### config.mk
export PLATFORM = sky130hd
export DESIGN_NAME = rsc_rail_sequence_controller
export DESIGN_NICKNAME = d
export VERILOG_FILES = /design/src/logic/rsc_pkg.sv /design/src/logic/rsc_rail_sequence_controller.sv
export SDC_FILE = /design/constraint.sdc
export NUM_CORES = 1
export LEC_CHECK = 0
export BUFFER_PORTS_ARGS = -buffer_cell sky130_fd_sc_hd__buf_2
export CORE_MARGIN = 2
export CORE_UTILIZATION = 45
export DETAILED_ROUTE_END_ITERATION = 16
export GPL_TIMING_DRIVEN = 0
export PLACE_DENSITY = 0.71
export SLEW_MARGIN = 20
export SYNTH_ARGS = -nofsm -noshare
export SYNTH_HDL_FRONTEND = slang
export SYNTH_SLANG_ARGS = --single-unit
### constraint.sdc
create_clock -name clock -period 3.4 [get_ports clock]
set_input_delay 1.02 -clock clock [delete_from_list [all_inputs] [get_ports clock]]
set_output_delay 1.02 -clock clock [all_outputs]
set_load 0.03 [all_outputs]
### src/logic/rsc_pkg.sv
// Purpose: Shared constants and types of the rail sequence controller.
// Assumes: 25 MHz system clock, registers reached over APB with 32-bit data.
// Notes:   Slot tables hold one 3-bit slot per rail, rail 1 in the low field.
package rsc_pkg;

    localparam int CLK_PERIOD_NS = 40;
    localparam int SLOT_TIME_NS  = 625000;
    localparam int SLOT_CYC      = (SLOT_TIME_NS + CLK_PERIOD_NS - 1) / CLK_PERIOD_NS;

    localparam logic [7:0] OFS_FAULT_FLAGS_A = 8'h00;
    localparam logic [7:0] OFS_FAULT_MASK    = 8'h04;
    localparam logic [7:0] OFS_STATUS        = 8'h08;
    localparam logic [7:0] OFS_CONTROL       = 8'h0c;

    localparam int FLG_EXT_RESET = 0;
    localparam int FLG_EMERGENCY = 1;
    localparam int FLG_SEQ_ABORT = 2;

    localparam int STS_STATE_LSB = 0;
    localparam int STS_SLOT_LSB  = 4;
    localparam int STS_RAILS_LSB = 8;
    localparam int STS_DRIVE_BIT = 16;
    localparam int CTL_SLEEP_EN  = 0;

    localparam logic [2:0]  RST_MASK     = 3'h7;
    localparam logic        RST_SLEEP_EN = 1'h1;
    localparam logic [7:0]  RST_RAILS    = 8'h00;
    localparam logic [2:0]  HOLDOFF_FILL = 3'h7;

    // Fields from rail 8 down to rail 1.
    localparam logic [7:0][2:0] UP_SLOTS = {3'h2, 3'h1, 3'h4, 3'h3, 3'h2, 3'h2, 3'h1, 3'h1};
    localparam logic [7:0][2:0] DN_SLOTS = {3'h3, 3'h1, 3'h1, 3'h2, 3'h3, 3'h3, 3'h1, 3'h1};
    localparam logic [7:0][2:0] SX_SLOTS = {3'h3, 3'h1, 3'h2, 3'h0, 3'h0, 3'h3, 3'h1, 3'h0};
    localparam logic [7:0][2:0] SE_SLOTS = {3'h2, 3'h3, 3'h1, 3'h0, 3'h0, 3'h2, 3'h3, 3'h0};
    localparam logic [2:0] UP_LAST = 3'h4;
    localparam logic [2:0] DN_LAST = 3'h3;
    localparam logic [2:0] SX_LAST = 3'h3;
    localparam logic [2:0] SE_LAST = 3'h3;

    typedef enum logic [2:0] {
        ST_OFF,
        ST_PWR_UP,
        ST_ACTIVE,
        ST_SLP_ENTRY,
        ST_SLEEP,
        ST_SLP_EXIT,
        ST_PWR_DOWN
    } rsc_state_t;

    typedef struct packed {
        logic        psel;
        logic        penable;
        logic        pwrite;
        logic [7:0]  paddr;
        logic [31:0] pwdata;
    } rsc_apb_in_t;

    typedef struct packed {
        logic        pready;
        logic        pslverr;
        logic [31:0] prdata;
    } rsc_apb_out_t;

    typedef struct packed {
        rsc_state_t  state;
        logic [2:0]  slot;
        logic [15:0] tick;
        logic [7:0]  rails;
        logic [2:0]  flags;
        logic [2:0]  mask;
        logic        sleep_en;
        logic [1:0]  act_s;
        logic [1:0]  slp_s;
        logic [1:0]  emr_s;
        logic [1:0]  rst_s;
        logic        emr_prev;
        logic        drive;
        logic [2:0]  holdoff;
        logic        irq_n;
        logic        pready;
        logic        pslverr;
        logic [31:0] prdata;
    } rsc_regs_t;

endpackage

### src/logic/rsc_rail_sequence_controller.sv
// Purpose: Eight-rail power sequencer core with fault flags, interrupt and APB registers.
// Assumes: All input pins other than the APB group, clock and rst are asynchronous and are synchronised here.
// Notes:   The reset pin is open drain; the board pull-up makes its high level.
// How it works
// - Activate high starts power-up and leads to the active state.
// - Activate low starts power-down and leads to the shutdown state.
// - Interrupt output goes low while any enabled fault flag is set.
// - Reset pin seen low while not driven by us records a fault.
// - Every fault is latched into a flag register readable by software.
// - Flags persist until software writes one to them; interrupt follows them.
// - Sleep input low runs the sleep-entry sequence into the sleep state.
// - Sleep input high runs the sleep-exit sequence back to active.
// - Emergency input low forces power-down regardless of activate.
// - All four slot tables are fixed defaults, usable straight from reset.
// - Power-up slots: 1,2,7 then 3,4,8 then 5 then 6, 625 us apart.
// - Power-down slots: 1,2,6,7 then 5 then 3,4,8, 625 us apart.
// - Sleep exit slots: 2,7 then 6 then 3,8; rails 1,4,5 untouched.
// - Sleep entry slots: 6 then 3,8 then 2,7, 625 us apart.
// - Eight independent rail enable outputs, one per converter.
`timescale 1ns/10ps
module rsc_rail_sequence_controller #(
    parameter int SLOT_CYCLES = rsc_pkg::SLOT_CYC
) (
    input  wire logic                  clock,
    input  wire logic                  rst,
    input  wire rsc_pkg::rsc_apb_in_t  apb_in,
    output wire rsc_pkg::rsc_apb_out_t apb_out,
    input  wire logic                  activate_in,
    input  wire logic                  sleep_n,
    input  wire logic                  emergency_powerdown_n,
    input  wire logic                  sys_reset_n_in,
    output wire logic                  sys_reset_n_out,
    output wire logic                  sys_reset_n_oe_n,
    output wire logic [7:0]            rail_enable,
    output wire logic                  fault_irq_n
);

    rsc_pkg::rsc_regs_t     q;
    rsc_pkg::rsc_regs_t     d;
    logic                   acc;
    logic                   wr_done;
    logic                   mapped;
    logic [31:0]            rdata;
    logic [2:0]             clr;
    logic [2:0]             set;
    logic                   stop;
    logic                   in_seq;
    logic                   turn_on;
    logic [7:0][2:0]        tbl;
    logic [2:0]             last;
    rsc_pkg::rsc_state_t    target;
    logic [2:0]             slot_nx;
    logic [7:0]             hit;

    // Rails whose table entry names the given slot; slot 0 never matches a step.
    function automatic logic [7:0] slot_hits(input logic [7:0][2:0] t, input logic [2:0] s);
        logic [7:0] m;
        m = 8'h00;
        for (int i = 0; i < 8; i++) begin
            m[i] = (t[i] == s) && (s != 3'h0);
        end
        return m;
    endfunction

    function automatic logic is_reg(input logic [7:0] a);
        return (a == rsc_pkg::OFS_FAULT_FLAGS_A) || (a == rsc_pkg::OFS_FAULT_MASK) ||
               (a == rsc_pkg::OFS_STATUS) || (a == rsc_pkg::OFS_CONTROL);
    endfunction

    always_comb begin
        d       = q;
        clr     = 3'h0;
        set     = 3'h0;
        rdata   = 32'h0;
        tbl     = rsc_pkg::UP_SLOTS;
        last    = rsc_pkg::UP_LAST;
        target  = rsc_pkg::ST_ACTIVE;
        in_seq  = 1'b0;
        turn_on = 1'b1;
        hit     = 8'h00;
        slot_nx = q.slot + 3'h1;

        // Only the second stage of each synchroniser is read below.
        d.act_s = {q.act_s[0], activate_in};
        d.slp_s = {q.slp_s[0], sleep_n};
        d.emr_s = {q.emr_s[0], emergency_powerdown_n};
        d.rst_s = {q.rst_s[0], sys_reset_n_in};
        d.emr_prev = q.emr_s[1];

        // One wait state: read data is captured in the first access cycle.
        acc     = apb_in.psel && apb_in.penable && !q.pready;
        wr_done = apb_in.psel && apb_in.penable && q.pready && apb_in.pwrite;
        mapped  = is_reg(apb_in.paddr);
        unique case (apb_in.paddr)
            rsc_pkg::OFS_FAULT_FLAGS_A: rdata[2:0] = q.flags;
            rsc_pkg::OFS_FAULT_MASK:    rdata[2:0] = q.mask;
            rsc_pkg::OFS_STATUS: begin
                rdata[rsc_pkg::STS_STATE_LSB +: 3] = q.state;
                rdata[rsc_pkg::STS_SLOT_LSB +: 3]  = q.slot;
                rdata[rsc_pkg::STS_RAILS_LSB +: 8] = q.rails;
                rdata[rsc_pkg::STS_DRIVE_BIT]      = q.drive;
            end
            rsc_pkg::OFS_CONTROL:       rdata[rsc_pkg::CTL_SLEEP_EN] = q.sleep_en;
            default:                    rdata = 32'h0;
        endcase
        d.pready  = acc;
        d.pslverr = acc && !mapped;
        if (acc) begin
            d.prdata = rdata;
        end
        if (wr_done && mapped) begin
            unique case (apb_in.paddr)
                rsc_pkg::OFS_FAULT_FLAGS_A: clr = apb_in.pwdata[2:0];
                rsc_pkg::OFS_FAULT_MASK:    d.mask = apb_in.pwdata[2:0];
                rsc_pkg::OFS_CONTROL:       d.sleep_en = apb_in.pwdata[rsc_pkg::CTL_SLEEP_EN];
                default:                    d.mask = q.mask;
            endcase
        end

        // Emergency low overrides activate in every state that holds rails up.
        stop = !q.emr_s[1] || !q.act_s[1];
        unique case (q.state)
            rsc_pkg::ST_OFF: begin
                if (q.act_s[1] && q.emr_s[1]) begin
                    d.state = rsc_pkg::ST_PWR_UP;
                end
            end
            rsc_pkg::ST_PWR_UP: begin
                if (stop) begin
                    d.state = rsc_pkg::ST_PWR_DOWN;
                    set[rsc_pkg::FLG_SEQ_ABORT] = 1'b1;
                end else begin
                    in_seq = 1'b1;
                end
            end
            rsc_pkg::ST_ACTIVE: begin
                if (stop) begin
                    d.state = rsc_pkg::ST_PWR_DOWN;
                end else if (!q.slp_s[1] && q.sleep_en) begin
                    d.state = rsc_pkg::ST_SLP_ENTRY;
                end
            end
            rsc_pkg::ST_SLP_ENTRY: begin
                if (stop) begin
                    d.state = rsc_pkg::ST_PWR_DOWN;
                end else begin
                    in_seq  = 1'b1;
                    tbl     = rsc_pkg::SE_SLOTS;
                    last    = rsc_pkg::SE_LAST;
                    target  = rsc_pkg::ST_SLEEP;
                    turn_on = 1'b0;
                end
            end
            rsc_pkg::ST_SLEEP: begin
                if (stop) begin
                    d.state = rsc_pkg::ST_PWR_DOWN;
                end else if (q.slp_s[1]) begin
                    d.state = rsc_pkg::ST_SLP_EXIT;
                end
            end
            rsc_pkg::ST_SLP_EXIT: begin
                if (stop) begin
                    d.state = rsc_pkg::ST_PWR_DOWN;
                end else begin
                    in_seq = 1'b1;
                    tbl    = rsc_pkg::SX_SLOTS;
                    last   = rsc_pkg::SX_LAST;
                end
            end
            rsc_pkg::ST_PWR_DOWN: begin
                in_seq  = 1'b1;
                tbl     = rsc_pkg::DN_SLOTS;
                last    = rsc_pkg::DN_LAST;
                target  = rsc_pkg::ST_OFF;
                turn_on = 1'b0;
            end
            default: d.state = rsc_pkg::ST_OFF;
        endcase

        // Leaving a state restarts the slot walk; the first slot lands one cycle later.
        if (d.state != q.state) begin
            d.slot = 3'h0;
            d.tick = 16'h0;
        end else if (in_seq) begin
            if (q.tick == 16'h0) begin
                hit     = slot_hits(tbl, slot_nx);
                d.rails = turn_on ? (q.rails | hit) : (q.rails & ~hit);
                d.slot  = slot_nx;
                d.tick  = 16'(SLOT_CYCLES - 1);
                if (slot_nx == last) begin
                    d.state = target;
                end
            end else begin
                d.tick = q.tick - 16'h1;
            end
        end

        // Reset is held low until power-up completes; the holdoff covers pin rise and sync delay.
        d.drive   = (d.state == rsc_pkg::ST_OFF) || (d.state == rsc_pkg::ST_PWR_UP) ||
                    (d.state == rsc_pkg::ST_PWR_DOWN);
        d.holdoff = q.drive ? rsc_pkg::HOLDOFF_FILL : {q.holdoff[1:0], 1'b0};
        if (!q.rst_s[1] && !q.drive && (q.holdoff == 3'h0)) begin
            set[rsc_pkg::FLG_EXT_RESET] = 1'b1;
        end
        if (q.emr_prev && !q.emr_s[1]) begin
            set[rsc_pkg::FLG_EMERGENCY] = 1'b1;
        end

        // A fault arriving with its own clear stays set.
        d.flags = (q.flags & ~clr) | set;
        d.irq_n = ~|(d.flags & d.mask);
    end

    always_ff @(posedge clock) begin
        if (rst) begin
            q          <= '0;
            q.state    <= rsc_pkg::ST_OFF;
            q.rails    <= rsc_pkg::RST_RAILS;
            q.mask     <= rsc_pkg::RST_MASK;
            q.sleep_en <= rsc_pkg::RST_SLEEP_EN;
            q.drive    <= 1'b1;
            q.holdoff  <= rsc_pkg::HOLDOFF_FILL;
            q.irq_n    <= 1'b1;
            q.act_s    <= 2'h0;
            q.slp_s    <= 2'h3;
            q.emr_s    <= 2'h3;
            q.rst_s    <= 2'h3;
            q.emr_prev <= 1'b1;
        end else begin
            q <= d;
        end
    end

    assign apb_out.pready    = q.pready;
    assign apb_out.pslverr   = q.pslverr;
    assign apb_out.prdata    = q.prdata;
    assign rail_enable       = q.rails;
    assign fault_irq_n       = q.irq_n;
    assign sys_reset_n_out   = 1'b0;
    assign sys_reset_n_oe_n  = !q.drive;

    chk_irq_follows: assert property (@(posedge clock) disable iff (rst)
        ((set & q.mask) != 3'h0 && !(wr_done && apb_in.paddr == rsc_pkg::OFS_FAULT_MASK))
        |=> fault_irq_n == 1'b0)
        else $error("enabled fault did not pull the interrupt low");

    chk_flag_sticky: assert property (@(posedge clock) disable iff (rst)
        (clr == 3'h0) |=> ((q.flags & $past(q.flags)) == $past(q.flags)))
        else $error("fault flag dropped without a clearing write");

    chk_ext_reset_flag: assert property (@(posedge clock) disable iff (rst)
        (!q.rst_s[1] && !q.drive && q.holdoff == 3'h0) |=> q.flags[rsc_pkg::FLG_EXT_RESET])
        else $error("external reset pull-down not recorded");

    chk_power_up_start: assert property (@(posedge clock) disable iff (rst)
        (q.state == rsc_pkg::ST_OFF && q.act_s[1] && q.emr_s[1]) |=> q.state == rsc_pkg::ST_PWR_UP)
        else $error("activate high did not start power-up");

    chk_power_down_start: assert property (@(posedge clock) disable iff (rst)
        (q.state == rsc_pkg::ST_ACTIVE && !q.act_s[1]) |=> q.state == rsc_pkg::ST_PWR_DOWN)
        else $error("activate low did not start power-down");

    chk_emergency_down: assert property (@(posedge clock) disable iff (rst)
        (!q.emr_s[1] && q.state != rsc_pkg::ST_OFF && q.state != rsc_pkg::ST_PWR_DOWN)
        |=> q.state == rsc_pkg::ST_PWR_DOWN)
        else $error("emergency input did not force power-down");

    chk_sleep_entry: assert property (@(posedge clock) disable iff (rst)
        (q.state == rsc_pkg::ST_ACTIVE && q.act_s[1] && q.emr_s[1] && !q.slp_s[1] && q.sleep_en)
        |=> q.state == rsc_pkg::ST_SLP_ENTRY)
        else $error("sleep low did not start sleep entry");

    chk_sleep_exit: assert property (@(posedge clock) disable iff (rst)
        (q.state == rsc_pkg::ST_SLEEP && q.act_s[1] && q.emr_s[1] && q.slp_s[1])
        |=> q.state == rsc_pkg::ST_SLP_EXIT)
        else $error("sleep high did not start sleep exit");

    chk_slot_hold: assert property (@(posedge clock) disable iff (rst)
        (q.tick != 16'h0 && q.state == $past(q.state)) |=> (q.slot == $past(q.slot)) || (q.state != $past(q.state)))
        else $error("slot advanced before its interval expired");

    chk_up_complete: assert property (@(posedge clock) disable iff (rst)
        (q.state == rsc_pkg::ST_ACTIVE && $past(q.state) == rsc_pkg::ST_PWR_UP) |-> q.rails == 8'hff)
        else $error("power-up finished with a rail still off");

    chk_down_complete: assert property (@(posedge clock) disable iff (rst)
        (q.state == rsc_pkg::ST_OFF && $past(q.state) == rsc_pkg::ST_PWR_DOWN) |-> q.rails == 8'h00)
        else $error("power-down finished with a rail still on");

    chk_sleep_rails: assert property (@(posedge clock) disable iff (rst)
        (q.state == rsc_pkg::ST_SLEEP && $past(q.state) == rsc_pkg::ST_SLP_ENTRY)
        |-> (q.rails & 8'he6) == 8'h00)
        else $error("sleep entry left a sleep rail on");

    chk_slot0_still: assert property (@(posedge clock) disable iff (rst)
        ($past(q.state) == rsc_pkg::ST_SLP_ENTRY || $past(q.state) == rsc_pkg::ST_SLP_EXIT)
        && (q.state != rsc_pkg::ST_PWR_DOWN) |-> (q.rails & 8'h19) == ($past(q.rails) & 8'h19))
        else $error("slot-0 rail changed during a sleep sequence");

    chk_exit_rails: assert property (@(posedge clock) disable iff (rst)
        (q.state == rsc_pkg::ST_ACTIVE && $past(q.state) == rsc_pkg::ST_SLP_EXIT)
        |-> (q.rails & 8'he6) == 8'he6)
        else $error("sleep exit finished with a sleep rail off");

    // Rail changes stay inside sequences and keep each sequence's direction, slots step by one, and only the first power-up slot is held to its pattern.
    chk_rails_in_seq: assert property (@(posedge clock) disable iff (rst)
        (q.rails != $past(q.rails))
        |-> !($past(q.state) inside {rsc_pkg::ST_OFF, rsc_pkg::ST_ACTIVE, rsc_pkg::ST_SLEEP}))
        else $error("rails changed outside a sequence");

    chk_up_only_on: assert property (@(posedge clock) disable iff (rst)
        (q.state == rsc_pkg::ST_PWR_UP || q.state == rsc_pkg::ST_SLP_EXIT)
        |=> (q.rails & $past(q.rails)) == $past(q.rails))
        else $error("a rail turned off during a rising sequence");

    chk_down_only_off: assert property (@(posedge clock) disable iff (rst)
        (q.state == rsc_pkg::ST_PWR_DOWN || q.state == rsc_pkg::ST_SLP_ENTRY)
        |=> (q.rails & ~$past(q.rails)) == 8'h00)
        else $error("a rail turned on during a falling sequence");

    chk_first_slot: assert property (@(posedge clock) disable iff (rst)
        (q.state == rsc_pkg::ST_PWR_UP && q.slot == 3'h0 && q.act_s[1] && q.emr_s[1])
        |=> q.rails == ($past(q.rails) | 8'h43) && q.slot == 3'h1)
        else $error("first power-up slot did not raise rails 1, 2 and 7");

    chk_slot_step: assert property (@(posedge clock) disable iff (rst)
        (in_seq && q.tick == 16'h0)
        |=> q.slot == $past(q.slot) + 3'h1)
        else $error("slot did not step when its interval expired");

    chk_drive_states: assert property (@(posedge clock) disable iff (rst)
        sys_reset_n_oe_n == !(q.state inside {rsc_pkg::ST_OFF, rsc_pkg::ST_PWR_UP, rsc_pkg::ST_PWR_DOWN}))
        else $error("reset pin drive does not match the state");

    chk_no_self_fault: assert property (@(posedge clock) disable iff (rst)
        (q.drive && !q.flags[rsc_pkg::FLG_EXT_RESET]) |=> !q.flags[rsc_pkg::FLG_EXT_RESET])
        else $error("own reset drive recorded as an external fault");

    chk_flag_clear: assert property (@(posedge clock) disable iff (rst)
        (wr_done && apb_in.paddr == rsc_pkg::OFS_FAULT_FLAGS_A)
        |=> (q.flags & $past(apb_in.pwdata[2:0]) & ~$past(set)) == 3'h0)
        else $error("written one did not clear its flag");

    chk_set_wins: assert property (@(posedge clock) disable iff (rst)
        (set != 3'h0) |=> (q.flags & $past(set)) == $past(set))
        else $error("fault event lost against a clear");

    chk_emergency_flag: assert property (@(posedge clock) disable iff (rst)
        (q.emr_prev && !q.emr_s[1]) |=> q.flags[rsc_pkg::FLG_EMERGENCY])
        else $error("emergency fall not recorded");

    chk_abort_flag: assert property (@(posedge clock) disable iff (rst)
        (q.state == rsc_pkg::ST_PWR_UP && !q.act_s[1])
        |=> q.flags[rsc_pkg::FLG_SEQ_ABORT] && q.state == rsc_pkg::ST_PWR_DOWN)
        else $error("aborted power-up not recorded");

    chk_pready_pulse: assert property (@(posedge clock) disable iff (rst)
        apb_out.pready |=> !apb_out.pready)
        else $error("ready stood longer than one cycle");

    chk_sleep_ignored: assert property (@(posedge clock) disable iff (rst)
        (q.state == rsc_pkg::ST_ACTIVE && !q.sleep_en && q.act_s[1] && q.emr_s[1])
        |=> q.state == rsc_pkg::ST_ACTIVE)
        else $error("sleep entered while sleep is disabled");

    chk_off_holds: assert property (@(posedge clock) disable iff (rst)
        (q.state == rsc_pkg::ST_OFF && !(q.act_s[1] && q.emr_s[1])) |=> q.state == rsc_pkg::ST_OFF)
        else $error("power-up started without activate or under emergency");

endmodule

==> impl_results.md <==
- Pre-antenna DRT Iters: 4
- Worst Slack Setup Final: 0.686 ns
- CTS tree: built
- DRT Wirelength: roughly 6500 µm
- Final Hold Fails: 0
- CTS resizes: 0
- RSZ-0062 raised after global routing: false
- Setup CP Type: input port to flop
- Clock Latency Late Sink: 0.34 ns
- GRT Overall Usage: 0.168
- DR WL/cell: 12.0 µm
- Layout Area Growth over Synthesis: 18.5%
- Number of max-cap violations: 0
- Clock buffer depth: 2
- Num CTS Buffers: 9
- Number of remaining DRC errors: 0
- Clk sinks: 64
- Routed vias: around 2,600
- Worst-Margin Slew: ~0.75 ns
- Final setup fails: 0
- Arrival time at the worst endpoint: between 2 and 3 ns
- Met2 Use GR: 0.275
- Ys async rst share: 0
- Net switching power figure: between 0.0004 and 0.0005 W
- Final period util: 0.798
- Number of global-route vias before repair: about 2,400
- HP Class: flop to flop
- Ports: 94
- Hold-fix buffers, CTS: 0
- Slew Limit Headroom: 0.496
- Worst path cell trace: buf_2, nor4_1, nand2_1, nor4_1, mux2_2, or2_2
- I/O Buffers: 44
- Post-DRT Antenna Nets: 0
- Busiest grt layer: met2
- Layout cells sized above 1: 0.296
- Number of synthesized flops with an enable pin: 0
- CP peak stage delay: 0.67 ns
- Switching Share: 0.273
- CTS H-Tree Depth: 3
- Worst Clk Skew: a little over 0.008 ns
- Placed wire-length estimate: 4660 µm
- Largest net degree at the start of global routing: 12
- Total die area: slightly below 8000 µm²
- Sequential power share: 0.469
- GRT met1 Usage: 0.211
- Final Util: 0.558
- Peak VDD IR: 0.177 mV
- DR iter-0 viols: between 60 and 70
- Nets: 491
- Synth cell types: 52
- First-pass GRT wire length: just over 10,000 µm
- Pwr/cell area: about 430 nW/µm²
- Vias per cell: approximately 4.9
- Leak Pwr: around 1.7 nW
- Synth Area per Inst: 8.89 µm²
- CP endpoint kind: flop
- Achievable Freq: between 300 and 400 MHz
- Place WS: between 0.3 and 0.4 ns
- Outcome: finished, final reports clean
- Initial antenna violation count: 0
- Top delay family on crit path: simple AND/OR/NAND/NOR gates
- Row count: 30
- CTS clk-pin slew, worst paths: 0.07 ns
- Initial Util: 0.471
- Worst Path Required: ~3.6 ns
- Setup bufs post-CTS: 0
- Hold wc startpoint: d[41]
- Post-synthesis sequential area ratio: 0.394
- Met3 Usage GRT: 0.0517
- Pins Over Slew Limit: 0
- Reg2reg start: q[83]
- Most used DFF post-synth: dfxtp_1
- Crit start category: input port
- Synth Instances: 366
- Cell Area, Synth: around 3300 µm²
- Root Buffer Master: clkbuf_8
- CP Buf/Inv Count: 1
- Post-route setup TNS: 0 ns
- Die Y: 89.0 µm
- Gpl congestion: about 0.83
- Remaining global-route overflow: 0
- CP startpoint: apb_in[37]
- Synth warn: 0
- Final min period: 2.71 ns
- Clock power share: 0.392
- Core area: between 6000 and 7000 µm²
- Pint: ~0.0012 W
- #FFs+latches synth: 64
- Antenna cells: 0
- Gate power share: 0.139
- Cell mode on critical path: nor4_1
- Die Wd: 89.0 µm
- Crit path max fanout: 6
- Slowest cell on the critical path: nor4_1
==> path summary, 6_finish.rpt <==
check,endpoint,depth (start not counted),slack [ns]
max reg2reg,q[83],6,1.12
min,q[41],1,0.41
min reg2reg,q[41],1,0.41
max,q[51],6,0.69
==> power groups by stage <==
stage	Sequential, W	Combinational [W]	Clock (W)
2_1_floorplan	0.000799	0.000185	0
3_3_place_gp	0.000801	0.000228	0
3_5_place_dp	0.000801	0.000232	0
4_1_cts	0.000784	0.000232	0.000669
5_1_grt	0.000787	0.000257	0.000707
6_report	0.000785	0.000233	0.000656
==> kinds of logic (layout without fill, tap and decap cells) <==
logic type	count (synthesis)	in the layout	share of synthesized area
xor gates and xnor gates	19	19	0.0512
AOI/OAI and AO/OA	48	48	0.101
and+or+nand+nor	149	149	0.257
DFF	64	64	0.394
other	1	18	0.00115
buffers and inverters	66	126	0.130
muxes	15	15	0.0504
adders and majority gates	4	4	0.0154
==> final cells by class <==
type                    instances  area (µm²)
fillers                       660        3050
multi-input cells             253        1610
flip-flops and latches         64        1280
plain buffers                  60         400
repair buffers                 44         220
clock buffers                  11         141
well taps                      96         120
clock inverters                 5        56.3
inverters                       6        22.5
==> synth_stat cells (all sizes together) (2+ instances only) <==
master	n	area share
inv	6	0.0069
o21ai	7	0.012
a22oi	13	0.030
or2	12	0.023
nand3b	7	0.016
nor2b	10	0.019
nor4	8	0.022
xor2	5	0.013
and3b	2	0.0054
nor2	36	0.042
clkbuf	10	0.012
buf	50	0.11
mux2i	13	0.040
or3	13	0.027
nand2	18	0.022
a221oi	2	0.0054
a21oi	11	0.017
nor3	19	0.032
and3	2	0.0038
ha	4	0.015
nor3b	2	0.0062
dfxtp	64	0.39
a211oi	6	0.014
nand2b	9	0.017
xnor2	14	0.038
nand4	2	0.0038
nand3	5	0.0077
a311oi	2	0.0054
==> state kept, by name, summed over array words and instances, names as in the netlist, named ones only <==
name	flops
q	37
apb_out	15
d	5
fault_irq_n	1
==> layout by cell type, fill, tap and decap left out, types with 2 or more instances in the layout <==
cell type / Yosys / routed
nand4_1: 2 / 2
inv_1: 6 / 6
a211oi_1: 6 / 6
or2_2: 12 / 12
xor2_1: 5 / 5
nand3_1: 5 / 5
buf_2: 5 / 49
mux2i_1: 13 / 13
o21ai_0: 6 / 6
buf_4: 43 / 43
clkinv_2: 0 / 2
a311oi_1: 2 / 2
xnor2_1: 14 / 14
a21oi_1: 11 / 11
or3_1: 12 / 12
clkbuf_1: 10 / 11
a221oi_1: 2 / 2
dfxtp_1: 64 / 64
and3_1: 2 / 2
nor3_2: 2 / 2
clkbuf_8: 0 / 10
nor4_1: 6 / 6
nor3_1: 17 / 17
nor2_1: 36 / 36
nand2b_1: 9 / 9
a22oi_1: 13 / 13
conb_1: 1 / 18
and3b_1: 2 / 2
nand2_1: 17 / 17
nand3b_1: 7 / 7
nor2b_1: 10 / 10
ha_1: 4 / 4
==> through the flow <==
stage / area [µm²] / power, W / hold WS, ns / std cells
finish: 3850 / 0.00167 / 0.410 / 539
floorplan: 3320 / 0.000984 / 0.389 / 383
CTS: 3850 / 0.00169 / 0.415 / 539
global placement: 3660 / 0.00103 / 0.394 / 523
global route: 3850 / 0.00175 / 0.429 / 539
detailed placement: 3660 / 0.00103 / 0.398 / 523
==> layer usage <==
| metal | vias up | routed length, µm |
|---|---|---|
| li1 | 1352 | - |
| met1 | 1194 | 3050 |
| met3 | 7 | 335 |
| met5 | - | 0 |
| met4 | 0 | 48 |
| met2 | 65 | 3040 |
==> worst reg2reg max path, cell delays in order (launching register included) <==
cell and delay, ns:
dfxtp_1 0.43, clkbuf_1 0.41, nand3b_1 0.23, nand2_1 0.20
mux2i_1 0.48, a221oi_1 0.17, nor4_1 0.27
Note: power is estimated with default switching activity, not from simulation.
